==> src/design/cabw_pkg.sv <==
// Constants and types shared by the arithmetic, branch and watchdog-clear decoder
package cabw_pkg;
  localparam int OP_W = 14;
  localparam int DATA_W = 8;
  localparam int FADDR_W = 7;
  localparam int JUMP_W = 12;
  // Opcode patterns
  localparam logic [13:0] WDT_CLEAR_CODE = 14'h0004;
  localparam logic [5:0] COMPLEMENT_CODE = 6'h09;
  localparam logic [5:0] DECREMENT_CODE = 6'h03;
  localparam logic [5:0] DEC_SKIP_CODE = 6'h0b;
  localparam logic [5:0] INCREMENT_CODE = 6'h0a;
  localparam logic [1:0] JUMP_CODE = 2'h3;
  // Opcode field positions
  localparam int DEST_BIT = 7;
  localparam int GROUP_LSB = 8;
  localparam int JUMP_LSB = 12;
  // APB register byte offsets
  localparam logic [11:0] CTRL_OFF = 12'h000;
  localparam logic [11:0] STAT_OFF = 12'h004;
  localparam logic [11:0] RESULT_OFF = 12'h008;
  localparam int PADDR_W = 12;
  // Control bit positions and reset values
  localparam int CTRL_DECODE_EN = 0;
  localparam int CTRL_WDT_EN = 1;
  localparam logic CTRL_DECODE_EN_RST = 1'b1;
  localparam logic CTRL_WDT_EN_RST = 1'b0;
  localparam logic TIMEOUT_RST = 1'b1;
  localparam logic POWERDOWN_RST = 1'b1;
  localparam logic [7:0] ONE8 = 8'h01;
  localparam logic [7:0] ZERO8 = 8'h00;

  typedef enum logic [0:0] {
    ST_RUN = 1'b0,
    ST_NOP = 1'b1
  } cabw_state_t;

  typedef enum logic [1:0] {
    K_NONE = 2'h0,
    K_COM  = 2'h1,
    K_DEC  = 2'h2,
    K_INC  = 2'h3
  } cabw_kind_t;
endpackage

==> src/design/cabw_alu.sv <==
// Eight-bit complement, decrement and increment unit with zero detect
`timescale 1ns/1ps
module cabw_alu #(
  parameter int WIDTH = 8
) (
  // Operation
  input  wire cabw_pkg::cabw_kind_t kind,
  input  wire logic [WIDTH-1:0]     operand,
  // Result
  output logic      [WIDTH-1:0]     result,
  output logic                      zero
);
  import cabw_pkg::*;

  always_comb begin
    case (kind)
      K_COM:   result = ~operand;
      K_DEC:   result = operand - WIDTH'(1);
      K_INC:   result = operand + WIDTH'(1);
      default: result = operand;
    endcase
    zero = (result == '0);
  end
endmodule

==> src/design/cabw_decoder.sv <==
// Decode and execute unit for watchdog clear, complement, decrement, skip, jump, increment
//
// Decided for this implementation: the address map and the APB slave port.
`timescale 1ns/1ps
// How it works
// - The watchdog-clear opcode pulses the watchdog clear and turns the watchdog enable on.
// - Watchdog clear takes one cycle, leaves the count at zero and sets timeout and powerdown status.
// - Complement inverts the addressed file register in one cycle, to the accumulator or back.
// - A complement sent to the accumulator leaves the source register unwritten.
// - Decrement subtracts one in one cycle and writes the chosen destination.
// - Complement, decrement and increment update zero from the result, so 0x01 minus one sets it.
// - Decrement-and-skip writes its destination, changes no flag and skips nothing if nonzero.
// - A zero decrement-and-skip result discards the next opcode and runs a NOP in its place for one cycle.
// - The jump loads its twelve-bit target into the low program counter bits and nothing else.
// - Every jump takes two cycles, flushing the opcode fetched behind it.
// - Increment adds one in one cycle and writes the chosen destination.
// - Incrementing 0xff wraps to 0x00 and sets zero.
// - File operations take a seven-bit address from the low bits and the destination above it.
module cabw_decoder (
  // Clock and reset
  input  wire logic                            pclk,
  input  wire logic                            presetn,
  // APB slave
  input  wire logic                            psel,
  input  wire logic                            penable,
  input  wire logic                            pwrite,
  input  wire logic [cabw_pkg::PADDR_W-1:0]    paddr,
  input  wire logic [31:0]                     pwdata,
  output logic      [31:0]                     prdata,
  output logic                                 pready,
  output logic                                 pslverr,
  // Opcode and operand from fetch and register file
  input  wire logic                            op_valid,
  input  wire logic [cabw_pkg::OP_W-1:0]       opcode,
  input  wire logic [cabw_pkg::DATA_W-1:0]     file_rdata,
  // Watchdog events
  input  wire logic                            wdt_timeout,
  input  wire logic                            sleep_entry,
  // File register write
  output logic      [cabw_pkg::FADDR_W-1:0]    file_addr,
  output logic                                 file_we,
  output logic      [cabw_pkg::DATA_W-1:0]     file_wdata,
  // Accumulator write
  output logic                                 acc_we,
  output logic      [cabw_pkg::DATA_W-1:0]     acc_wdata,
  // Zero flag update
  output logic                                 zero_we,
  output logic                                 zero_value,
  // Program counter and pipeline
  output logic                                 pc_load,
  output logic      [cabw_pkg::JUMP_W-1:0]     pc_target,
  output logic                                 flush_pulse,
  output cabw_pkg::cabw_state_t                state,
  // Watchdog control and status
  output logic                                 wdt_clear,
  output logic                                 watchdog_enable_ctl,
  output logic                                 timeout_status_bit,
  output logic                                 powerdown_status_bit
);
  import cabw_pkg::*;

  logic                decode_en;
  logic                op_take;
  logic                is_wdt_clear;
  logic                is_jump;
  logic                is_dec_skip;
  logic                dest_file;
  logic [5:0]          group;
  cabw_kind_t          kind;
  logic [DATA_W-1:0]   alu_result;
  logic                alu_zero;
  logic [DATA_W-1:0]   last_result;
  cabw_state_t         next_state;
  logic                apb_setup;
  logic                apb_wr;
  logic                apb_rd;
  logic                addr_hit;

  // Decode
  assign op_take = op_valid && decode_en && (state == ST_RUN);
  assign group = opcode[OP_W-1:GROUP_LSB];
  assign dest_file = opcode[DEST_BIT];
  assign is_wdt_clear = (opcode == WDT_CLEAR_CODE);
  assign is_jump = (opcode[OP_W-1:JUMP_LSB] == JUMP_CODE);
  assign is_dec_skip = (group == DEC_SKIP_CODE);

  always_comb begin
    case (group)
      COMPLEMENT_CODE: kind = K_COM;
      DECREMENT_CODE:  kind = K_DEC;
      DEC_SKIP_CODE:   kind = K_DEC;
      INCREMENT_CODE:  kind = K_INC;
      default:         kind = K_NONE;
    endcase
  end

  cabw_alu #(
    .WIDTH (DATA_W)
  ) u_alu (
    .kind    (kind),
    .operand (file_rdata),
    .result  (alu_result),
    .zero    (alu_zero)
  );

  // Sequencer: NOP slot after a taken skip or a jump
  always_comb begin
    case (state)
      ST_RUN: begin
        if (op_take && (is_jump || (is_dec_skip && alu_zero))) begin
          next_state = ST_NOP;
        end else begin
          next_state = ST_RUN;
        end
      end
      ST_NOP:  next_state = ST_RUN;
      default: next_state = ST_RUN;
    endcase
  end

  always_ff @(posedge pclk or negedge presetn) begin
    if (!presetn) begin
      state <= ST_RUN;
    end else begin
      state <= next_state;
    end
  end

  always_ff @(posedge pclk or negedge presetn) begin
    if (!presetn) begin
      flush_pulse <= 1'b0;
    end else begin
      flush_pulse <= (next_state == ST_NOP);
    end
  end

  // Destination writes
  always_ff @(posedge pclk or negedge presetn) begin
    if (!presetn) begin
      file_addr <= '0;
      file_we <= 1'b0;
      file_wdata <= '0;
      acc_we <= 1'b0;
      acc_wdata <= '0;
      last_result <= '0;
    end else begin
      file_we <= 1'b0;
      acc_we <= 1'b0;
      if (op_take && (kind != K_NONE)) begin
        file_addr <= opcode[FADDR_W-1:0];
        file_we <= dest_file;
        acc_we <= !dest_file;
        file_wdata <= alu_result;
        acc_wdata <= alu_result;
        last_result <= alu_result;
      end
    end
  end

  // Zero flag; the skip form leaves it alone
  always_ff @(posedge pclk or negedge presetn) begin
    if (!presetn) begin
      zero_we <= 1'b0;
      zero_value <= 1'b0;
    end else begin
      zero_we <= 1'b0;
      if (op_take && (kind != K_NONE) && !is_dec_skip) begin
        zero_we <= 1'b1;
        zero_value <= alu_zero;
      end
    end
  end

  // Jump
  always_ff @(posedge pclk or negedge presetn) begin
    if (!presetn) begin
      pc_load <= 1'b0;
      pc_target <= '0;
    end else begin
      pc_load <= op_take && is_jump;
      if (op_take && is_jump) begin
        pc_target <= opcode[JUMP_W-1:0];
      end
    end
  end

  // Watchdog clear and status; the clear opcode's set wins over a timeout or sleep-entry clear
  always_ff @(posedge pclk or negedge presetn) begin
    if (!presetn) begin
      wdt_clear <= 1'b0;
      watchdog_enable_ctl <= CTRL_WDT_EN_RST;
      timeout_status_bit <= TIMEOUT_RST;
      powerdown_status_bit <= POWERDOWN_RST;
    end else begin
      wdt_clear <= op_take && is_wdt_clear;
      if (op_take && is_wdt_clear) begin
        watchdog_enable_ctl <= 1'b1;
        timeout_status_bit <= 1'b1;
        powerdown_status_bit <= 1'b1;
      end else begin
        if (apb_wr && (paddr == CTRL_OFF)) begin
          watchdog_enable_ctl <= pwdata[CTRL_WDT_EN];
        end
        if (wdt_timeout) begin
          timeout_status_bit <= 1'b0;
        end
        if (sleep_entry) begin
          powerdown_status_bit <= 1'b0;
        end
      end
    end
  end

  // APB slave: one wait state, answer registered; writes land as pready is sampled
  assign apb_setup = psel && penable && !pready;
  assign apb_wr = psel && penable && pready && pwrite;
  assign apb_rd = apb_setup && !pwrite;
  assign addr_hit = (paddr == CTRL_OFF) || (paddr == STAT_OFF) || (paddr == RESULT_OFF);

  always_ff @(posedge pclk or negedge presetn) begin
    if (!presetn) begin
      decode_en <= CTRL_DECODE_EN_RST;
    end else if (apb_wr && (paddr == CTRL_OFF)) begin
      decode_en <= pwdata[CTRL_DECODE_EN];
    end
  end

  always_ff @(posedge pclk or negedge presetn) begin
    if (!presetn) begin
      pready <= 1'b0;
      pslverr <= 1'b0;
      prdata <= '0;
    end else begin
      pready <= apb_setup;
      pslverr <= apb_setup && !addr_hit;
      prdata <= '0;
      if (apb_rd) begin
        case (paddr)
          CTRL_OFF:   prdata <= {30'h0, watchdog_enable_ctl, decode_en};
          STAT_OFF:   prdata <= {28'h0, state, watchdog_enable_ctl, powerdown_status_bit,
                                 timeout_status_bit};
          RESULT_OFF: prdata <= {24'h0, last_result};
          default:    prdata <= 32'h0;
        endcase
      end
    end
  end
endmodule

==> config.mk <==
export PLATFORM = sky130hd
export DESIGN_NAME = cabw_decoder
export DESIGN_NICKNAME = d
export VERILOG_FILES = /design/src/design/cabw_pkg.sv /design/src/design/cabw_alu.sv /design/src/design/cabw_decoder.sv
export SDC_FILE = /design/constraint.sdc
export NUM_CORES = 1
export LEC_CHECK = 0
export ABC_AREA = 0
export BUFFER_PORTS_ARGS = -buffer_cell sky130_fd_sc_hd__buf_2
export CAP_MARGIN = 30
export CORE_MARGIN = 1
export CORE_UTILIZATION = 40
export DETAILED_ROUTE_END_ITERATION = 8
export GPL_TIMING_DRIVEN = 1
export PLACE_DENSITY = 0.77
export SLEW_MARGIN = 20
export SYNTH_ARGS = -nofsm -noshare
export SYNTH_HDL_FRONTEND = slang
export SYNTH_HIERARCHICAL = 1
export SYNTH_SLANG_ARGS = --single-unit
==> constraint.sdc <==
create_clock -name pclk -period 1.8 [get_ports pclk]
set_clock_uncertainty 0.1 [all_clocks]
set_input_delay 0.09 -clock pclk [delete_from_list [all_inputs] [get_ports pclk]]
set_output_delay 0.09 -clock pclk [all_outputs]
set_load 0.02 [all_outputs]
---- Word-level counts from Yosys, hierarchy flattened ----
Cells that the tools add are included.
cells by class
  bitwise gates (word level) .............. 2
  reductions and logical operators ........ 30
  muxes and demuxes ....................... 15
  eq/ne operators ......................... 11
  add/subtract/negate cells ............... 2
operators by type and width
  operator             number
  $pmux 8 s3           2
  $eq 6x4->1 const B   3
  $logic_and 1x1->1    15
  $eq 14x3->1 const B  1
  $eq 12x3->1 const B  1
  $eq 12x4->1 const B  1
  $logic_not 12->1     1
  $mux 1               10
  $add 8x1->8 const B  1
  $logic_not 8->1      1
  $mux 8               1
  $not 8->8            1
  $reduce_bool 2->1    4
  $sub 8x1->8 const B  1
  $eq 2x2->1 const B   3
  $eq 6x2->1 const B   1
  $pmux 2 s3           1
  $logic_not 1->1      5
  $logic_or 1x1->1     3
  $eq 2x1->1 const B   1
  $pmux 1 s2           1
  $reduce_or 2->1      1
  $not 1->1            1
word-level totals
  logic and storage cells ................. 77
  register bits ........................... 72
  input port bits ......................... 74
  output and inout port bits .............. 80

---- Logic depth before layout (Yosys ltp) ----
  word-level depth ........................ 11
  gate-level depth with buffers ........... 13

---- Cells and area by module ----
The synthesis kept the hierarchy.
by module, submodules not included
  module        cells an instance  area an instance (um^2)  sequential area each (um^2)  instances
  cabw_decoder  171                2,198.4                  1,204.9                      1
  cabw_alu      69                 528.0                    0.0                          1

---- Least setup slack after synthesis ----
No wires, ideal clock.
  path type ............................... input-to-reg
  start point ............................. in opcode[13] in the netlist's numbering
  end point ............................... reg zero_value
  cell stages on the path ................. 12
  setup slack ............................. -1.585 ns
  arrival time ............................ 3.220 ns
  required time ........................... 1.635 ns
  path buffers ............................ 2
  cells stage by stage .................... nor3_4 -> o211a_1 -> buf_2 -> buf_1 -> nand2_1 -> ha_1 -> nor2b_4 -> or4_1 -> and4_4 -> or4b_4 -> nor4_2 -> mux2_2
on the way
  word-level cells in the longest chain between the ends .. 6
ends and longest elaborated chain
  element                                          RTL line             source
  start: declaration                               cabw_decoder.sv:34   input wire logic [cabw_pkg::OP_W-1:0] opcode,
  $eq 6x4->1 / $eq 6x2->1 (equally long branches)  cabw_decoder.sv:88   case (group)
  $reduce_or 2->1 (no source line)                 --
  $pmux 2 s3 *                                     cabw_decoder.sv:88
  net kind[1]                                      cabw_decoder.sv:69   cabw_kind_t kind;
  $eq 2x2->1 / $eq 2x1->1 (equally long branches)  cabw_alu.sv:16       case (kind)
  $pmux 8 s3 *                                     cabw_alu.sv:16
  net alu_result[4]                                cabw_decoder.sv:70   logic [DATA_W-1:0] alu_result;
  $logic_not 8->1 *                                cabw_alu.sv:22       zero = (result == '0);
  net alu_zero                                     cabw_decoder.sv:71   logic alu_zero;
  end signal: assignment                           cabw_decoder.sv:169  zero_value <= alu_zero;
  end: declaration                                 cabw_decoder.sv:48   output logic zero_value,
The timed path passes the listed nets; every way through them passes the cells marked *.
A chain may end at the register's enable or synchronous reset.

---- Worst setup path after layout ----
  start point ............................. in opcode[12] in the netlist's numbering
  end point ............................... reg flush_pulse
on the way
  word-level cells in the longest chain between the ends .. 11
ends and longest elaborated chain
  element                                          RTL line             source
  $eq 6x4->1 / $eq 6x2->1 (equally long branches)  cabw_decoder.sv:88
  $reduce_or 2->1 (no source line)                 --
  $pmux 2 s3 *                                     cabw_decoder.sv:88
  net kind[0]                                      cabw_decoder.sv:69
  $eq 2x2->1 / $eq 2x1->1 (equally long branches)  cabw_alu.sv:16
  $pmux 8 s3 *                                     cabw_alu.sv:16
  net alu_result[4]                                cabw_decoder.sv:70
  $logic_not 8->1 *                                cabw_alu.sv:22
  net alu_zero                                     cabw_decoder.sv:71
  $logic_and 1x1->1 *                              cabw_decoder.sv:110  if (op_take && (is_jump || (is_dec_skip && alu_zero))) begin
  $logic_or 1x1->1 *                               cabw_decoder.sv:110
  $logic_and 1x1->1 *                              cabw_decoder.sv:110
  $mux 1 *                                         cabw_decoder.sv:110
  $pmux 1 s2 *                                     cabw_decoder.sv:108  case (state)
  net next_state                                   cabw_decoder.sv:73   cabw_state_t next_state;
  end signal: assignment                           cabw_decoder.sv:133  flush_pulse <= (next_state == ST_NOP);
  end: declaration                                 cabw_decoder.sv:52   output logic flush_pulse,
Marks and branches as above.

==> results by group <==
Placed design
  – Setup slack at placement: -1129 ps
  – DP HPWL: 4991 um
  – GP Congestion: 0.8294
  – Number of port buffers: 99

Synth
  – Mapped Cells: 240
  – Yosys warns: 6
  – Synth area leaders: dfrtp_1 (41%), mux2_2 (12%), buf_4 (9.1%)
  – Synth area leader: dfrtp_1
  – Synth top area share: 0.4130
  – Synth Register Bits: 48
  – Post-synth top flop: dfrtp_1
  – Synth Cell Area: 0.002726 mm2
  – Asr flop ratio synth: 1.000
  – Synth cell types: 58
  – Sequential area share after synthesis: 0.4419
  – Post-synth EDFFs: 0
  – Syn Area/Cell: 11.36 um2

GRT
  – Vias in the first global route: 2350
  – Initial antenna violation count: 0
  – First-pass GRT wire length: 10870 um
  – Largest net degree at the start of global routing: 28
  – GRT Total Usage: 0.1899
  – Total grt overflow: 0

Clock tree
  – CTS H-Tree Depth: 2
  – Sink Count: 48
  – CTS root buf: clkbuf_8
  – Worst-path clk slew: 80 ps
  – CTS Buf Count: 5
  – Clock Latency Late Sink: 300 ps
  – Clock Tree Buf Depth: 2
  – CTS tree: yes

Setup path
  – CP Class: in -> reg
  – Setup slack, reg-to-reg: 70 ps
  – Critical path's top delay family: simple AND/OR/NAND/NOR gates
  – Worst stage delay on the critical path: 490 ps
  – WP buf/inv: 1
  – Element type at the critical path end: flip-flop
  – WP data arrival: 2600 ps
  – CP Launch Type: input pin
  – Critical path peak fanout: 6
  – Crit path cell chain: buf_6 -> nor3_4 -> and3_4 -> nand2_8 -> ha_4 -> nor2b_4 -> or4_1 -> and4_4 -> or4b_4 -> nor4_4 -> a31o_2
  – Slowest CP cell: or4b_4
  – Critical Path RT: 1930 ps

Timing
  – Tmin final: 2465 ps
  – FMAX: 405.7 MHz
  – Fin crit share: 1.369
  – Fin Setup TNS: -2920 ps
  – Setup slack after layout: -664.7 ps
  – Worst slew pin tran: 578.2 ps
  – RSZ-0062 raised after global routing: true
  – Final setup fails: 8
  – Pins Over Slew Limit: 0
  – Rel. slew slack: 0.6146
  – Final Hold Viols: 0

Pwr
  – Power Density: 535.1 mW/mm2
  – Leakage power: 2.118 nW
  – Max VDD drop: 327.9 uV
  – Overall Power: 0.002136 W

Die
  – I/O pins: 154
  – Die Y: 84.56 um
  – Starting density of the core: 0.4221
  – Core Area: 0.006459 mm2
  – Site Rows: 29
  – Die ar.: 0.007150 mm2
  – Die width: 84.56 um

Detailed routing
  – Post-route ant nets: 0
  – DRT Wirelength: 6941 um
  – Via/cell ratio: 4.925
  – DRC viols: 9
  – First DRT Iteration DRCs: 107
  – Via Count: 2305
  – DR pass1 iterations: 6
  – DR WL/cell: 14.83 um

Flow run
  – Max Cap Viol: 0

Status
  – Outcome: finished, violations left
  – Violated checks: DRC, setup timing

Final layout
  – Utilization after layout: 0.6180
  – Layout cells sized above 1: 0.5754
  – Fin nets: 472
  – N_diodes: 0
  – Synth-to-layout area growth: 46.40%
  – Fill count: 516

Worst hold path
  – Hold WC Path Type: in -> reg
## layer usage
metal  wire (um)  share of wire  vias up  global-route usage
li1            -              -     1086                   -
met1        2738           0.39     1119              0.2211
met2        3784           0.55       88              0.3585
met3         279          0.040       12             0.02163
met4         139          0.020        0             0.06780
met5           0              0        -                   0
## cell families (layout without fill, tap and decap cells)
kind of cell             count (synthesis)  after routing  share of synthesized area
AND/OR/NAND/NOR                         64             64                     0.1565
flip-flops                              48             48                     0.4419
buffers and inverters                   47            175                     0.1175
multiplexers                            32             32                     0.1308
AO/OA/AOI/OAI                           27             27                    0.07022
XOR/XNOR                                12             12                    0.03855
adder cells (fa/ha/maj)                  9              9                    0.04314
other                                    1             24                   0.001375
## cells in the mapped netlist (3+ instances only)
library cell	number
nand4_1	4
xnor2_1	6
buf_4	33
nor2_1	15
buf_2	4
nor4_1	3
ha_1	7
nor4bb_1	3
xor2_1	6
dfstp_2	3
nor2b_1	4
nand2_1	7
mux2i_1	3
a21oi_1	8
mux2_2	28
and2_1	5
inv_1	6
dfrtp_1	45
## worst min-delay path, stage by stage
cell and delay, ps:
buf_2 70, nor4_1 50, nand4_1 60, and2_1 110
## power by group
group / switching, W / internal (W)
combinational: 0.000214 / 0.000196
sequential: 0.00000165 / 0.00108
clock: 0.000332 / 0.000312
total: 0.000548 / 0.00159
## sequential cells by signal (all words and copies together), names as in the netlist, 7 cells and up
signal / count
last_result: 8
file_addr: 7
prdata: 8
pc_target: 12
## placed cells by master (no fill, tap or decap), types with 6 or more instances in the layout
cell,instances
buf_4,42
inv_1,6
dlygate4sd3_1,16
conb_1,24
dfrtp_1,45
buf_2,97
clkbuf_8,6
nor2_1,15
ha_4,7
mux2_2,25
nand2_1,6
## final timing paths
path                                            from                         to  cells after the start
setup reg to reg               decode_en$_DFFE_PN1P_   pc_target[8]$_DFFE_PN0P_                      4
hold / removal                              paddr[4]          pslverr$_DFF_PN0_                      4
setup / recovery                          opcode[12]      flush_pulse$_DFF_PN0_                     11
hold reg to reg            pc_target[10]$_DFFE_PN0P_  pc_target[10]$_DFFE_PN0P_                      1
min in group asynchronous                    presetn   file_addr[3]$_DFFE_PN0P_                      2
max in group asynchronous                    presetn   pc_target[2]$_DFFE_PN0P_                      3
## cell type report
type                       count  area (um2)  share of cell area
clock inverter                 1       7.507            0.001881
inverter                       7       26.28            0.006583
clock buffer                   7       86.33             0.02163
timing repair buffer         160        1017              0.2549
multi-input combinational    168        1553              0.3890
sequential                    48        1205              0.3019
tap                           77       96.34             0.02414
## timing repair
action | CTS | global route
gates resized for setup | 29 | 4
pin swaps | 14 | 8
endpoints found under the hold margin | 45 | 0
hold buffers | 16 | 0
buffers inserted | 7 | 1
cloned | 0 | 0
setup endpoints to repair | 8 | 12
## per-stage QoR
stage                     hold WS, ps  std cells  area (um2)
after CTS                       30.97        467        3961
after floorplan                -305.6        263        2915
after detailed placement        22.18        438        3482
after global placement          13.15        438        3482
final                           35.36        468        3991
after global routing            36.31        468        3991
Note: power is estimated with default switching activity, not from simulation.
